<file path="src/logic/vec_defs.vh">
// constants for the video encoder control host: offsets, fields, resets and timing
`ifndef VEC_DEFS_VH
`define VEC_DEFS_VH

// ----------------------------------------------------------------
// clock and timing
// ----------------------------------------------------------------
`define VEC_CLK_MHZ 100
// quarter of a serial clock period; four quarters give about 357 kHz
`define VEC_QTR_NS 700
`define VEC_QTR_CYC ((`VEC_QTR_NS * `VEC_CLK_MHZ + 999) / 1000)
// datapath reset hold: over 100 pixel clocks at the slowest 6 MHz pixel clock
`define VEC_RST_HOLD_NS 17000
`define VEC_RST_HOLD_CYC ((`VEC_RST_HOLD_NS * `VEC_CLK_MHZ + 999) / 1000)
// settle time before the converters come back on, more than 30 ms
`define VEC_DAC_WAIT_US 31000
`define VEC_DAC_WAIT_CYC (`VEC_DAC_WAIT_US * `VEC_CLK_MHZ)

// ----------------------------------------------------------------
// own wishbone registers (byte addresses)
// ----------------------------------------------------------------
`define VEC_OFS_CTRL 8'h00
`define VEC_OFS_DATA 8'h04
`define VEC_OFS_CMD 8'h08
`define VEC_OFS_STAT 8'h0C
`define VEC_CTRL_RESET 32'h0000_0000
`define VEC_DATA_RESET 32'h0000_0000

// control register fields
`define VEC_CTRL_ASEL 0
`define VEC_CTRL_PDN 1
`define VEC_CTRL_RD 2
`define VEC_CTRL_CNT_LO 3
`define VEC_CTRL_SUB_LO 8
`define VEC_CTRL_MODE_LO 16
`define VEC_CTRL_OUTPUT_LEVEL_SELECT 18
`define VEC_CTRL_CSEL 19
`define VEC_CTRL_EN_LO 20
`define VEC_CTRL_FMT_LO 24

// command and status fields
`define VEC_CMD_XFER 0
`define VEC_CMD_SWITCH 1
`define VEC_STAT_BUSY 0
`define VEC_STAT_NACK 1
`define VEC_STAT_REFUSED 2
`define VEC_STAT_DONE 3

// ----------------------------------------------------------------
// device side: bus address and register map
// ----------------------------------------------------------------
`define VEC_DEV_ADDR_HI 6'h10
`define VEC_SUB_POWER_DOWN 8'h06
`define VEC_SUB_FORMAT 8'h0B
`define VEC_SUB_DAC 8'h0D
`define VEC_SUB_SPLIT_LO 9'h035
`define VEC_SUB_TEST_BASE 9'h040
`define VEC_PLL_RUN_BIT 2
`define VEC_MODE_COMPOSITE 2'b00
`define VEC_MODE_COMPONENT 2'b01
`define VEC_MODE_DAC 2'b10
`define VEC_MODE_RESERVED 2'b11

`endif

</file>
<file path="src/logic/vec_sync2.v">
// two-stage synchroniser for an input from outside the clock domain
`timescale 1ns/10ps
module vec_sync2 #(
   parameter RESET_VAL = 1'b1
) (
   // system
   input wire clk_i,
   input wire srst_i,
   // level in and out
   input wire async_i,
   output reg sync_o
);
   reg meta_q;

   // first stage is read only by the second
   always @(posedge clk_i) begin
      if (srst_i) begin
         meta_q <= RESET_VAL;
         sync_o <= RESET_VAL;
      end else begin
         meta_q <= async_i;
         sync_o <= meta_q;
      end
   end
endmodule // vec_sync2

</file>
<file path="src/logic/vec_ctrl_host.v">
// host-side serial bus controller for a multi-format video encoder
//
// Behaviour
// - write: address with direction 0, one sub-address, then data bytes.
// - read: write sub-address, repeated start, address with direction 1, read.
// - acknowledge is data low on ninth clock; direction 1 reads, 0 writes.
// - no burst crosses sub-address 0x35 to 0x36.
// - test registers only by single-byte transfers.
// - component mode: composite block sleeps; software sets the PLL-run bit.
// - converter mode: both encoders sleep; software keeps PLL-run bit at 0.
// - with composite on first converter, second and third enables are cleared.
// - mode change order: converters off, PLL off, mode, then output setup.
// - mode and output setup are written before any pixel clock change.
// - datapath reset held low over 100 pixel clocks after a mode change.
// - wait over 30 ms after reset release before converters go back on.
`timescale 1ns/10ps
`include "vec_defs.vh"
module vec_ctrl_host #(
   parameter [21:0] DAC_WAIT_CYC = `VEC_DAC_WAIT_CYC
) (
   // system
   input wire CLK_I,
   input wire SRST_I,
   // wishbone slave
   input wire CYC_I,
   input wire STB_I,
   input wire WE_I,
   input wire [7:0] ADR_I,
   input wire [3:0] SEL_I,
   input wire [31:0] DAT_I,
   output reg [31:0] DAT_O,
   output reg ACK_O,
   // serial bus pins, open drain
   input wire SCL_I,
   output reg SCL_O,
   output reg SCL_OE_O,
   input wire SDA_I,
   output reg SDA_O,
   output reg SDA_OE_O,
   // device strap and power pins
   output reg BUS_ADDRESS_SELECT_PIN_O,
   output reg POWER_DOWN_PIN_N_O
);
   // ----------------------------------------------------------------
   // constants and states
   // ----------------------------------------------------------------
   localparam integer QTR_CYC = `VEC_QTR_CYC;
   localparam integer RST_HOLD_CYC = `VEC_RST_HOLD_CYC;
   localparam [6:0] QTR_LAST = QTR_CYC[6:0] - 7'd1;
   localparam [21:0] RST_HOLD_LAST = RST_HOLD_CYC[21:0] - 22'd1;
   localparam [21:0] DAC_WAIT_LAST = DAC_WAIT_CYC - 22'd1;
   localparam [2:0] S_IDLE = 3'd0;
   localparam [2:0] S_START = 3'd1;
   localparam [2:0] S_BIT = 3'd2;
   localparam [2:0] S_STOP = 3'd3;
   localparam [2:0] S_WAIT = 3'd4;
   localparam [2:0] P_AW = 3'd0;
   localparam [2:0] P_SUB = 3'd1;
   localparam [2:0] P_WD = 3'd2;
   localparam [2:0] P_AR = 3'd3;
   localparam [2:0] P_RD = 3'd4;
   localparam [3:0] SEQ_END = 4'd9;

   reg [31:0] ctrl_q;
   reg [31:0] data_q;
   reg [2:0] state_q;
   reg [2:0] phase_q;
   reg [1:0] qtr_q;
   reg [6:0] tick_q;
   reg [3:0] bit_q;
   reg [7:0] shreg_q;
   reg [1:0] idx_q;
   reg [1:0] cnt_q;
   reg [7:0] sub_q;
   reg rd_q;
   reg nack_seen_q;
   reg seq_act_q;
   reg [3:0] seq_q;
   reg [21:0] wait_q;
   reg ev_nack_q;
   reg ev_done_q;
   reg ev_rd_q;
   reg [1:0] rd_idx_q;
   reg [7:0] rbyte_q;
   reg nack_q;
   reg refused_q;
   reg done_q;
   reg scl_oe_d;
   reg sda_oe_d;
   reg [7:0] seq_sub;
   reg [7:0] seq_data;
   reg [1:0] seq_wait;
   wire scl_s;
   wire sda_s;

   // ----------------------------------------------------------------
   // pin synchronisers
   // ----------------------------------------------------------------
   vec_sync2 #(.RESET_VAL(1'b1)) u_sync_scl (
      .clk_i(CLK_I),
      .srst_i(SRST_I),
      .async_i(SCL_I),
      .sync_o(scl_s)
   );

   vec_sync2 #(.RESET_VAL(1'b1)) u_sync_sda (
      .clk_i(CLK_I),
      .srst_i(SRST_I),
      .async_i(SDA_I),
      .sync_o(sda_s)
   );

   // ----------------------------------------------------------------
   // register bus decode
   // ----------------------------------------------------------------
   wire wb_hit = CYC_I & STB_I & ~ACK_O;
   wire wb_wr = wb_hit & WE_I;
   wire [31:0] wmask = {{8{SEL_I[3]}}, {8{SEL_I[2]}}, {8{SEL_I[1]}}, {8{SEL_I[0]}}};
   wire wr_ctrl = wb_wr & (ADR_I == `VEC_OFS_CTRL);
   wire wr_data = wb_wr & (ADR_I == `VEC_OFS_DATA);
   wire wr_cmd = wb_wr & (ADR_I == `VEC_OFS_CMD) & SEL_I[0];
   wire wr_stat = wb_wr & (ADR_I == `VEC_OFS_STAT) & SEL_I[0];
   wire busy = (state_q != S_IDLE) | seq_act_q;

   wire c_asel = ctrl_q[`VEC_CTRL_ASEL];
   wire c_rd = ctrl_q[`VEC_CTRL_RD];
   wire [1:0] c_cnt = ctrl_q[`VEC_CTRL_CNT_LO +: 2];
   wire [7:0] c_sub = ctrl_q[`VEC_CTRL_SUB_LO +: 8];
   wire [1:0] c_mode = ctrl_q[`VEC_CTRL_MODE_LO +: 2];
   wire [2:0] c_en = ctrl_q[`VEC_CTRL_EN_LO +: 3];
   wire c_csel = ctrl_q[`VEC_CTRL_CSEL];
   wire [7:0] c_fmt = ctrl_q[`VEC_CTRL_FMT_LO +: 8];

   // bursts may not straddle the split point nor touch the test area
   wire [8:0] last_sub = {1'b0, c_sub} + {7'd0, c_cnt};
   wire bad_burst = (c_cnt != 2'd0) &&
      (({1'b0, c_sub} <= `VEC_SUB_SPLIT_LO && last_sub > `VEC_SUB_SPLIT_LO) ||
       last_sub >= `VEC_SUB_TEST_BASE);
   wire want_xfer = wr_cmd & DAT_I[`VEC_CMD_XFER];
   wire want_sw = wr_cmd & DAT_I[`VEC_CMD_SWITCH];
   wire go_xfer = want_xfer & ~want_sw & ~busy & ~bad_burst;
   wire go_sw = want_sw & ~want_xfer & ~busy & (c_mode != `VEC_MODE_RESERVED);
   wire refuse = (want_xfer | want_sw) & ~go_xfer & ~go_sw;

   // ----------------------------------------------------------------
   // mode switch step table
   // ----------------------------------------------------------------
   // converters off, PLL off, new mode, PLL per mode, datapath reset low,
   // hold, reset release, settle, converters on; black burst and pixel
   // clock are outside this block and stay the caller's duty
   wire [7:0] dac_off = {2'b00, ctrl_q[`VEC_CTRL_OUTPUT_LEVEL_SELECT], 1'b1, c_csel, 3'b000};
   always @* begin
      seq_sub = `VEC_SUB_DAC;
      seq_data = dac_off;
      seq_wait = 2'd0;
      case (seq_q)
         4'd0: seq_data = dac_off;
         4'd1: begin
            seq_sub = `VEC_SUB_POWER_DOWN;
            seq_data = 8'h00;
         end
         4'd2: begin
            seq_sub = `VEC_SUB_FORMAT;
            seq_data = {c_fmt[7:4], c_mode, c_fmt[1:0]};
         end
         4'd3: begin
            seq_sub = `VEC_SUB_POWER_DOWN;
            // component needs the doubling PLL, the converter mode must not run it
            seq_data = (c_mode == `VEC_MODE_COMPONENT) ? 8'h04 : 8'h00;
         end
         4'd4: seq_data = {dac_off[7:5], 1'b0, dac_off[3:0]};
         4'd5: seq_wait = 2'd1;
         4'd6: seq_data = dac_off;
         4'd7: seq_wait = 2'd2;
         4'd8: seq_data = {dac_off[7:3], c_csel ? {2'b00, c_en[0]} : c_en};
         default: seq_wait = 2'd0;
      endcase
   end

   // ----------------------------------------------------------------
   // bit timing and pin targets
   // ----------------------------------------------------------------
   wire rx = (phase_q == P_RD);
   wire last_rx = (idx_q == cnt_q);
   wire in_sym = (state_q == S_START) | (state_q == S_BIT) | (state_q == S_STOP);
   // a released clock that the far end still holds low stretches the quarter
   wire stall = in_sym & ~SCL_OE_O & ~scl_s;
   wire tick_end = in_sym & (tick_q == QTR_LAST) & ~stall;
   wire sym_end = tick_end & (qtr_q == 2'd3);
   wire [1:0] nxt_idx = (phase_q == P_WD) ? idx_q + 2'd1 : idx_q;
   wire [7:0] wd_byte = seq_act_q ? seq_data : data_q[{nxt_idx, 3'b000} +: 8];
   wire [7:0] addr_w = {`VEC_DEV_ADDR_HI, c_asel, 1'b0};

   // enables high pull the line low
   always @* begin
      scl_oe_d = 1'b0;
      sda_oe_d = 1'b0;
      case (state_q)
         S_START: begin
            if (phase_q == P_AR) begin
               // repeated start: clock low first so the far end lets data rise
               scl_oe_d = ~qtr_q[1];
               sda_oe_d = (qtr_q == 2'd3);
            end else begin
               scl_oe_d = (qtr_q == 2'd3);
               sda_oe_d = qtr_q[1];
            end
         end
         S_BIT: begin
            scl_oe_d = ~qtr_q[1];
            if (bit_q == 4'd8)
               sda_oe_d = rx & ~last_rx;
            else
               sda_oe_d = ~rx & ~shreg_q[7];
         end
         S_STOP: begin
            scl_oe_d = ~qtr_q[1];
            sda_oe_d = (qtr_q != 2'd3);
         end
         default: begin
            scl_oe_d = 1'b0;
            sda_oe_d = 1'b0;
         end
      endcase
      // data waits a quarter after the clock falls, so it never moves with it
      if ((state_q == S_BIT || state_q == S_STOP) && qtr_q == 2'd0)
         sda_oe_d = SDA_OE_O;
   end

   // ----------------------------------------------------------------
   // transfer engine and mode switch sequencer
   // ----------------------------------------------------------------
   always @(posedge CLK_I) begin
      if (SRST_I) begin
         state_q <= S_IDLE;
         phase_q <= P_AW;
         qtr_q <= 2'd0;
         tick_q <= 7'd0;
         bit_q <= 4'd0;
         shreg_q <= 8'h00;
         idx_q <= 2'd0;
         cnt_q <= 2'd0;
         sub_q <= 8'h00;
         rd_q <= 1'b0;
         nack_seen_q <= 1'b0;
         seq_act_q <= 1'b0;
         seq_q <= 4'd0;
         wait_q <= 22'd0;
         ev_nack_q <= 1'b0;
         ev_done_q <= 1'b0;
         ev_rd_q <= 1'b0;
         rd_idx_q <= 2'd0;
         rbyte_q <= 8'h00;
      end else begin
         ev_nack_q <= 1'b0;
         ev_done_q <= 1'b0;
         ev_rd_q <= 1'b0;
         if (in_sym) begin
            tick_q <= tick_end ? 7'd0 : (stall ? tick_q : tick_q + 7'd1);
            if (tick_end)
               qtr_q <= qtr_q + 2'd1;
         end
         case (state_q)
            S_IDLE: begin
               qtr_q <= 2'd0;
               tick_q <= 7'd0;
               bit_q <= 4'd0;
               idx_q <= 2'd0;
               phase_q <= P_AW;
               shreg_q <= addr_w;
               nack_seen_q <= 1'b0;
               if (go_xfer) begin
                  rd_q <= c_rd;
                  cnt_q <= c_cnt;
                  sub_q <= c_sub;
                  state_q <= S_START;
               end else if (go_sw) begin
                  seq_act_q <= 1'b1;
                  seq_q <= 4'd0;
               end else if (seq_act_q) begin
                  if (seq_q == SEQ_END) begin
                     seq_act_q <= 1'b0;
                  end else if (seq_wait != 2'd0) begin
                     wait_q <= (seq_wait == 2'd1) ? RST_HOLD_LAST : DAC_WAIT_LAST;
                     state_q <= S_WAIT;
                  end else begin
                     rd_q <= 1'b0;
                     cnt_q <= 2'd0;
                     sub_q <= seq_sub;
                     state_q <= S_START;
                  end
               end
            end
            S_START: begin
               if (sym_end)
                  state_q <= S_BIT;
            end
            S_BIT: begin
               if (sym_end && bit_q != 4'd8) begin
                  shreg_q <= {shreg_q[6:0], rx ? sda_s : 1'b0};
                  bit_q <= bit_q + 4'd1;
               end else if (sym_end) begin
                  bit_q <= 4'd0;
                  if (!rx && sda_s) begin
                     // refused byte: end the frame at once
                     state_q <= S_STOP;
                     nack_seen_q <= 1'b1;
                     ev_nack_q <= 1'b1;
                  end else begin
                     case (phase_q)
                        P_AW: begin
                           shreg_q <= sub_q;
                           phase_q <= P_SUB;
                        end
                        P_SUB: begin
                           if (rd_q) begin
                              shreg_q <= addr_w | 8'h01;
                              phase_q <= P_AR;
                              state_q <= S_START;
                           end else begin
                              shreg_q <= wd_byte;
                              phase_q <= P_WD;
                           end
                        end
                        P_WD: begin
                           if (idx_q == cnt_q) begin
                              state_q <= S_STOP;
                           end else begin
                              shreg_q <= wd_byte;
                              idx_q <= idx_q + 2'd1;
                           end
                        end
                        P_AR: phase_q <= P_RD;
                        P_RD: begin
                           ev_rd_q <= 1'b1;
                           rd_idx_q <= idx_q;
                           rbyte_q <= shreg_q;
                           if (last_rx)
                              state_q <= S_STOP;
                           else
                              idx_q <= idx_q + 2'd1;
                        end
                        default: state_q <= S_STOP;
                     endcase
                  end
               end
            end
            S_STOP: begin
               if (sym_end) begin
                  state_q <= S_IDLE;
                  ev_done_q <= 1'b1;
                  if (seq_act_q) begin
                     seq_act_q <= ~nack_seen_q;
                     seq_q <= seq_q + 4'd1;
                  end
               end
            end
            S_WAIT: begin
               if (wait_q == 22'd0) begin
                  seq_q <= seq_q + 4'd1;
                  state_q <= S_IDLE;
               end else begin
                  wait_q <= wait_q - 22'd1;
               end
            end
            default: state_q <= S_IDLE;
         endcase
      end
   end

   // ----------------------------------------------------------------
   // software registers, status and bus answer
   // ----------------------------------------------------------------
   // sticky flags: a new event in the clearing cycle survives
   always @(posedge CLK_I) begin
      if (SRST_I) begin
         ctrl_q <= `VEC_CTRL_RESET;
         data_q <= `VEC_DATA_RESET;
         nack_q <= 1'b0;
         refused_q <= 1'b0;
         done_q <= 1'b0;
         ACK_O <= 1'b0;
         DAT_O <= 32'h0000_0000;
      end else begin
         ACK_O <= wb_hit;
         if (wr_ctrl)
            ctrl_q <= (ctrl_q & ~wmask) | (DAT_I & wmask);
         if (ev_rd_q)
            data_q[{rd_idx_q, 3'b000} +: 8] <= rbyte_q;
         else if (wr_data)
            data_q <= (data_q & ~wmask) | (DAT_I & wmask);
         nack_q <= ev_nack_q | (nack_q & ~(wr_stat & DAT_I[`VEC_STAT_NACK]));
         refused_q <= refuse | (refused_q & ~(wr_stat & DAT_I[`VEC_STAT_REFUSED]));
         done_q <= ev_done_q | (done_q & ~(wr_stat & DAT_I[`VEC_STAT_DONE]));
         DAT_O <= 32'h0000_0000;
         if (wb_hit && !WE_I) begin
            case (ADR_I)
               `VEC_OFS_CTRL: DAT_O <= ctrl_q;
               `VEC_OFS_DATA: DAT_O <= data_q;
               `VEC_OFS_STAT: DAT_O <= {24'h00_0000, seq_q, done_q, refused_q, nack_q, busy};
               default: DAT_O <= 32'h0000_0000;
            endcase
         end
      end
   end

   // pins: open drain lines only ever pull low
   always @(posedge CLK_I) begin
      if (SRST_I) begin
         SCL_O <= 1'b0;
         SDA_O <= 1'b0;
         SCL_OE_O <= 1'b0;
         SDA_OE_O <= 1'b0;
         BUS_ADDRESS_SELECT_PIN_O <= 1'b0;
         POWER_DOWN_PIN_N_O <= 1'b0;
      end else begin
         SCL_O <= 1'b0;
         SDA_O <= 1'b0;
         SCL_OE_O <= scl_oe_d;
         SDA_OE_O <= sda_oe_d;
         BUS_ADDRESS_SELECT_PIN_O <= c_asel;
         // holding the pin low returns the device to composite defaults
         POWER_DOWN_PIN_N_O <= ~ctrl_q[`VEC_CTRL_PDN];
      end
   end
endmodule // vec_ctrl_host

</file>
<file path="config.mk">
export PLATFORM = sky130hd
export DESIGN_NAME = vec_ctrl_host
export DESIGN_NICKNAME = d
export VERILOG_FILES = /design/src/logic/vec_sync2.v /design/src/logic/vec_ctrl_host.v
export VERILOG_INCLUDE_DIRS = /design/src /design/src/logic
export SDC_FILE = /design/constraint.sdc
export NUM_CORES = 1
export LEC_CHECK = 0
export ABC_AREA = 1
export BUFFER_PORTS_ARGS = -buffer_cell sky130_fd_sc_hd__buf_2
export CORE_ASPECT_RATIO = 0.75
export CORE_UTILIZATION = 35
export CTS_BUF_LIST = sky130_fd_sc_hd__clkbuf_4 sky130_fd_sc_hd__clkbuf_8
export DETAILED_ROUTE_END_ITERATION = 12
export HOLD_SLACK_MARGIN = 0.05
export MAX_ROUTING_LAYER = met4
export PLACE_DENSITY = 0.51
export SLEW_MARGIN = 20
export SYNTH_ARGS = -nofsm -noshare
export SYNTH_HDL_FRONTEND = slang
export SYNTH_SLANG_ARGS = --single-unit
</file>
<file path="constraint.sdc">
create_clock -name CLK_I -period 2.57 [get_ports CLK_I]
set_input_delay 0.257 -clock CLK_I [delete_from_list [all_inputs] [get_ports CLK_I]]
set_output_delay 0.257 -clock CLK_I [all_outputs]
set_load 0.05 [all_outputs]
</file>
Word level (Yosys, flattened, before mapping)
Cells that the tools add are included.
{"block": "op_classes", "n_eq_ne": 60, "n_addsub": 8, "shift": 3, "n_reduce_logical": 46, "n_bitwise": 70, "n_lt_le_gt_ge": 3, "mux": 99}
{"op": "$mux 22", "count": 7}
{"op": "$and 32x32->32", "count": 3}
{"op": "$pmux 32 s3", "count": 1}
{"op": "$mux 8", "count": 11}
{"op": "$mux 32", "count": 2}
{"op": "$or 32x32->32", "count": 2}
{"op": "$mux 3", "count": 18}
{"op": "$pmux 22 s2", "count": 1}
{"op": "$ne 2x2->1 const B", "count": 21}
{"op": "$pmux 8 s5", "count": 1}
{"op": "$and 1x1->1", "count": 32}
{"op": "$bwmux 32", "count": 1}
{"op": "$not 32->32", "count": 1}
{"op": "$shift 8x7->32 const A", "count": 1}
{"op": "$shiftx 32x6->8", "count": 1}
{"op": "$shiftx 8x7->32", "count": 1}
{"op": "$mux 4", "count": 7}
{"op": "$not 1->1", "count": 25}
{"op": "$pmux 8 s3", "count": 1}
{"op": "$logic_not 22->1", "count": 1}
{"op": "$mux 1", "count": 22}
{"op": "$mux 2", "count": 11}
{"op": "$sub 22x1->22 const B", "count": 1}
{"op": "$reduce_and 5->1", "count": 4}
{"op": "other kinds (56)", "count": 113}
{"block": "word_totals", "regBits": 189, "in_bits": 51, "word_cells": 323, "output_inout_bits": 39}

Depth between registers and ports, before layout
Gate-level depths: netlist (run 1).
{"block": "logic_depth", "word_depth": 14, "mapped_depth": 18, "depth_no_buf": 17}

Cells and area by module
A second synthesis (run 1) with hierarchy kept.
{"block": "hier_totals", "cells_unflattened": 1394, "area_unflattened_um2": 9522.9}
{"module": "vec_ctrl_host", "instances": 1, "cells_each": 1380, "seq_area_each_um2": 3703.6, "area_each_um2": 9405.3}
{"module": "vec_sync2", "instances": 2, "cells_each": 7, "seq_area_each_um2": 40.0, "area_each_um2": 58.8}

Worst setup path before layout (run 1)
OpenSTA, ideal clock, no wires.
{"block": "synth_timing", "kind": "reg-to-reg", "start": "reg (tool-made name)", "end": "reg sub_q[0]", "setup_time_ps": 113, "slack_ps": 372, "path_buffers": 1, "path_stages_with_launch": 17, "synth_period_minus_slack_ps": 2198, "t_required_ps": 2457, "arrival_ps": 2085, "cell_sequence": "dfxtp_1 ha_1 inv_1 fa_1 inv_1 nand3_1 nor2_1 nand2_1 a21oi_1 nand2_1 nand2_2 nand2_2 nand2_1 nand3_4 buf_6 nor2_1 nor2_1"}
{"element": "end signal: assignment", "line_no": "vec_ctrl_host.v:275", "text": "sub_q <= c_sub;"}
{"element": "end signal: assignment", "line_no": "vec_ctrl_host.v:289", "text": "sub_q <= seq_sub;"}
{"element": "end: declaration", "line_no": "vec_ctrl_host.v:74", "text": "reg [7:0] sub_q;"}

==> results of run 1 <==
## worst reg2reg max path: cells and delay by family, from the launching register on
family,cells,cell delay (ns)
fa+ha+maj,1,0.42
buf+inv,2,0.21
flops,1,0.43
simple gates,13,1.22
## layout by cell type, fill, tap and decap left out, types with 5 or more instances in the layout
cell | synthesis | final
dfxtp_1 | 189 | 188
nand3_1 | 102 | 102
nor3_1 | 17 | 17
o211ai_1 | 10 | 10
o21ai_0 | 136 | 136
dlygate4sd3_1 | 0 | 15
ha_1 | 17 | 17
buf_4 | 6 | 28
clkinvlp_4 | 0 | 5
o21ai_1 | 6 | 6
nor2_1 | 157 | 157
o221ai_1 | 5 | 5
nand3b_1 | 5 | 5
a31oi_1 | 11 | 11
o22ai_1 | 7 | 7
nor2_4 | 5 | 5
inv_2 | 20 | 21
xor2_1 | 8 | 8
a211oi_1 | 9 | 9
buf_2 | 10 | 87
o31ai_1 | 7 | 6
a22oi_1 | 24 | 24
nand4_1 | 11 | 11
clkbuf_8 | 0 | 20
or2_2 | 6 | 6
inv_1 | 165 | 165
nand2_2 | 12 | 13
nand2_1 | 277 | 275
a21oi_1 | 121 | 121
## power groups by stage
stage,Clock (mW),Combinational (mW),Sequential [mW]
floorplan,0,1.45,3.29
global placement,0,1.90,3.34
detailed placement,0,1.91,3.33
CTS,2.29,1.94,3.27
global route,2.41,2.26,3.30
finish,2.23,2.00,3.28
## metrics by stage
stage	std cells	utilization [%]	area, um^2
final	1882	41.4	11200
after global routing	1881	41.3	11200
after CTS	1879	41.1	11200
after detailed placement	1832	39.0	10600
after global placement	1832	39.0	10600
after floorplan	1420	-	9750
## cell type report
cell class,instances,area share [%]
inverter,188,6.32
clock buffer,21,2.52
antenna,1,0.0223
clock inverter,11,1.39
multi-input combinational,990,44.8
timing repair buffer,131,7.27
tap,351,3.91
sequential,189,33.7
## worst max path at each step
stage / startpoint / to / cells after the start
final: flop / cnt_q[1] / 16
after global routing: flop / sub_q[3] / 16
after CTS: flop / cnt_q[1] / 17
after detailed placement: flop / cnt_q[1] / 17
after global placement: flop / sub_q[0] / 15
after floorplan: flop / sub_q[0] / 16
## cell families (layout without fill, tap and decap cells)
kind of cell	after synthesis	in the layout
xor+xnor	10	10
compound gates	342	342
flops	189	189
other cells	1	3
fa+ha+maj	18	18
simple gates	616	618
buf+inv	243	351
## per-layer routing
metal | up-vias | global-route usage, % | share of wire (%)
met5 | - | - | 0
met4 | 0 | 4.84 | 1.1
met3 | 24 | 7.23 | 9.7
met2 | 369 | 31.9 | 39
met1 | 4493 | 35.6 | 50
li1 | 4859 | - | -
## timing repair
action / in CTS / in global routing
resized for setup: 0 / 9
hold buffers: 15 / 0
setup buffers: 0 / 0
endpoints found under the setup margin: 0 / 13
hold endpoints to repair: 16 / 0
==> run metrics, run 1 <==
post-DP HPWL 25000 um; Post-Synth Adder-Cell Area 2.39%; Crit path max-delay family simple AND/OR/NAND/NOR gates; drt initial violations 816; max_cap viols 0; layout cells sized above 1 14.2%; WL final 33400 um; hold depth 3; Syn Std Cell Area 9740 um^2; max_slew headroom 63.3%; unrepaired setup endpoints after global routing yes; Synth top cells by count nand2_1, dfxtp_1, inv_1; cts bufs inserted 17; sequential-to-total area share from yosys stat 38.8%; WP buf/inv 2; Final ANT Viol Nets 0; H-tree level count 4; die height 146 um; die span in x 195 um; top post-synthesis cells by area dfxtp_1, nand2_1, o21ai_0; PortBufs 87; Post-Route Skew 0.0190 ns; initial antenna violation count 0; reg2reg end cnt_q[1]; dpl ws 0.138 ns; pin count of the biggest net entering global routing 50; largest family of logic cells by synthesized area simple AND/OR/NAND/NOR gates; static leakage 4.70 nW; CTS tree yes; CTS Buffer Depth 2; worst reg2reg setup slack 0.17 ns; crit path time final 2.40 ns; mean area per synthesized cell 6.87 um^2; Wirelength per Cell 17.8 um; peak supply drop 0.000324 V; most numerous cell in the Yosys netlist nand2_1; crit-path max FO 8; crit-path max cell delay 0.43 ns; DRT Pass-1 Iters 5; final worst-path cycle share 93.3%; Worst Hold Class in2reg; internal power component 4.79 mW; CTS Root Buffer Type clkbuf_8; CP Cell Sequence inv_1, fa_2, inv_1, nand3_1, nand2_1, nand2_1, nor2_1, nand3_1, nand2_2, nand2_4, nand2_4, nand2_2, nand3_4, nand2_1, nand2_1, nor2_1; clock network power share 29.7%; R2R cell count 16; Via density 5.18; Final Hold Vio Count 0; crit end category flop; EDFF count, synth 0; Synth Warn # 0; critical path's slowest cell dfxtp_1; largest area contributor in the netlist dfxtp_1; Core Area 27100 um^2; Synth Register Bits 189; Worst EP arrival 2.77 ns; DIE AREA 28500 um^2; Worst-Skew Late Latency 0.48 ns; Final TNS setup 0 ns; Post-Synth XOR/XNOR Area 0.899%; total power draw 7.51 mW; IO Count 90; clk sink count 189; ys flop type dfxtp_1; Syn Inst Count 1419; Synth top area share 38.8%; fin nets 1586; Min-Delay Startpoint DAT_I[30]; status finished clean; Worst-Margin Slew 0.545 ns; final slew viol count 0; proportion of synthesized area in mux cells 0%; Fillers 2876; Max Freq 0.417 GHz; final global-route overflow total 0; WP data required 2.94 ns; share of power burned in registers 43.6%; drc violations 0; Power Density 670 nW/um^2; Rows 52; Combinational Power Share 26.6%; via count 9745; simple-gate share of the synthesized area 28.1%; first-pass GRT wire length 51400 um; Starting Density 35.9%; Total GRT Usage 24.2%; P&R area growth vs syn 15.2%; kind of critical path reg2reg; NetSw 2.72 mW; final setup fails 0; post-synthesis compound-gate area fraction 19.6%; Setup crit start kind flop; area occupied by multi-input gates 5030 um^2; Final Wtd Congestion 0.936; switching portion of total power 36.2%; storage element area 3780 um^2; clk slew on worst S/H paths 0.10 ns; crit-path most repeated cell nand2_1; setup ws final 0.172 ns; number of global-route vias before repair 8902; Synth cell types 51; final hold slack 0.0794 ns; Post-synth ARST share 0%
Note: power is estimated with default switching activity, not from simulation.
==> run 2, diff against run 1 <==
==> constraint.sdc (replaced) <==
create_clock -name CLK_I -period 2.33 [get_ports CLK_I]
set_input_delay 0.233 -clock CLK_I [delete_from_list [all_inputs] [get_ports CLK_I]]
set_output_delay 0.233 -clock CLK_I [all_outputs]
set_load 0.05 [all_outputs]
==> run 2 against run 1 <==
  * Worst hold slack improved by 0.0073 ns
  * Die area is the same
  * Non-clock buffer count grew 44
  * Maximum frequency rose by 4.4%
  * Count of clock-buffer cells in the layout shrank 2
  * Total power grew 14%
  * Worst setup slack worse by 0.14 ns
  * Critical endpoint is now sub_q[3]
  * Combinational power grew 13%
  * Via count is 1.3% higher
  * Sequential share of layout area fell by 1.4 points
  * Global-route usage grew 0.31 points
  * First-iteration DRC count rose by 0.37%
  * Largest power group unchanged
  * Critical path type unchanged
==> run metrics, run 2 (synthesis gave the netlist of run 1 again) <==
status finished clean; final cell count without fillers 1924 (+2.2%); Min-Delay Startpoint DAT_I[10]; drc violations 0 (unchanged); CP Cell Sequence ha_2, inv_1, fa_2, inv_1, nand3_1, nor2_1, nand2_1, a21oi_2, nand2_2, nand2_4, nand2_4, nand2_4, nand3_4, nand2_1, nand2_1, nor2_1; Starting Density 35.9% (unchanged); area occupied by multi-input gates 5050 um^2 (+0.40%); IO Count 90 (unchanged); Fillers 2895 (+0.66%); fin nets 1629 (+2.7%); clk sink count 189 (unchanged); number of global-route vias before repair 8994 (+1.0%); total power draw 8.54 mW (+14%); drt initial violations 819 (+0.37%); crit-path max cell delay 0.35 ns (-0.08 ns); via count 9869 (+1.3%); P&R area growth vs syn 20.0%; crit end category flop; Setup crit start kind flop; peak supply drop 0.000381 V (+17%); CTS Root Buffer Type clkbuf_8; initial antenna violation count 0 (unchanged); placed insts 1865 (+1.8%); die span in x 195 um (unchanged); Worst Hold Class in2reg; Final TNS setup 0 ns (unchanged); CTS tree yes; crit path time final 2.30 ns (-0.101 ns); WL final 33400 um (about the same); Wirelength per Cell 17.4 um (-2.1%); reg2reg end sub_q[3]; final worst-path cycle share 98.6% (+5.3 points); critical path's slowest cell dfxtp_2; first-pass GRT wire length 52200 um (+1.6%); PortBufs 87 (unchanged); clk slew on worst S/H paths 0.10 ns (about the same); Total GRT Usage 24.6% (+0.31 points); post-DP HPWL 25400 um (+1.5%); CTS Buffer Depth 2 (unchanged); H-tree level count 4 (unchanged); dpl ws -0.0753 ns (-0.213 ns); Worst EP arrival 2.72 ns (-0.05 ns); Final Wtd Congestion 0.901 (-3.7%); Power Density 730 nW/um^2 (+9.0%); max_slew headroom 51.5% (-12 points); final hold slack 0.0867 ns (+0.00730 ns); Via density 5.13 (-0.94%); pin count of the biggest net entering global routing 38 (-24%); Final ANT Viol Nets 0 (unchanged); final slew viol count 0 (unchanged); final setup fails 0 (unchanged); Max Freq 0.435 GHz (+4.4%); unrepaired setup endpoints after global routing yes; Ant. Diodes 0 (-1); kind of critical path reg2reg; worst reg2reg setup slack 0.03 ns (-0.14 ns); DRT Pass-1 Iters 5 (unchanged); Final Hold Vio Count 0 (unchanged); Worst-Margin Slew 0.720 ns (+0.174 ns); cts bufs inserted 17 (unchanged); final global-route overflow total 0 (unchanged); die height 146 um (unchanged); Rows 52 (unchanged); most common cell after layout, fill and taps aside nand2_1; worst setup path endpoint sub_q[3]; static leakage 4.96 nW (+5.5%); most frequent cells in the layout nand2_1, dfxtp_1, inv_1, nor2_1, o21ai_0; storage element area 3790 um^2 (about the same); max_cap viols 0 (unchanged); layout cells sized above 1 16.3% (+2.1 points); DIE AREA 28500 um^2 (unchanged); Worst-Skew Late Latency 0.49 ns (about the same); R2R cell count 16 (unchanged); Core Area 27100 um^2 (unchanged); setup ws final 0.0325 ns (-0.139 ns); crit-path max FO 8 (unchanged); Post-Route Skew 0.0208 ns (+0.00181 ns); WP data required 2.76 ns (-0.18 ns)
## run 2: cell count changes in the layout (fill, tap and decap cells not counted), sizes merged, moves of 3 or more
cell and delta:
clkinvlp -5, buf +33, inv +3, dlygate4sd3 +11
## run 2: worst max-delay path, delay by kind of cell, from the launching register on
family / cells / cell delay (ns)
adders and majority gates: 2 / 0.52
and+or+nand+nor: 11 / 1.10
DFF: 1 / 0.35
buffers and inverters: 2 / 0.13
AOI/OAI and AO/OA: 1 / 0.13
## run 2: area by class of cell
class                           count  share of cell area (%)
Clock inverter                     13                    1.93
Sequential cell                   189                    32.4
Inverter                          188                    6.07
Timing Repair Buffer              175                    10.5
Tap cell                          351                    3.76
Multi-Input combinational cell    989                    43.2
Clock buffer                       19                    2.24
## run 2: worst min path at each step
stage	slack (ns)	depth (start not counted)	to
global route	0.06	2	SCL_OE_O
detailed placement	0.43	2	done_q
finish	0.09	3	flop
floorplan	0.34	1	u_sync_scl.meta_q
global placement	0.43	2	nack_q
CTS	0.05	3	flop
## run 2: metal layers
layer | vias to the layer above | wire (um) | track usage (%)
met4 | 0 | 282 | 5.04
met3 | 28 | 2470 | 5.36
li1 | 4958 | - | -
met2 | 322 | 13300 | 32.8
met1 | 4561 | 17400 | 36.9
met5 | - | 0 | -
## run 2: timing repair
action,CTS,global route
hold buffers,26,0
pin swaps,3,3
endpoints found under the setup margin,11,15
hold endpoints to repair,29,0
setup buffers,0,0
resized for setup,7,11
gates cloned,1,0
## run 2: per-stage QoR
step	area (um^2)	utilization, %
finish	11700	43.1
global route	11700	43.1
CTS	11700	43.0
detailed placement	10900	40.1
global placement	10900	40.1
floorplan	9750	-
## run 2: power breakdown
| group | leakage, nW | total [mW] | internal, mW | switching [mW] |
|---|---|---|---|---|
| Sequential | 1.53 | 3.59 | 3.43 | 0.161 |
| Clock | 0.245 | 2.68 | 1.37 | 1.31 |
| Combinational | 3.18 | 2.27 | 0.719 | 1.55 |
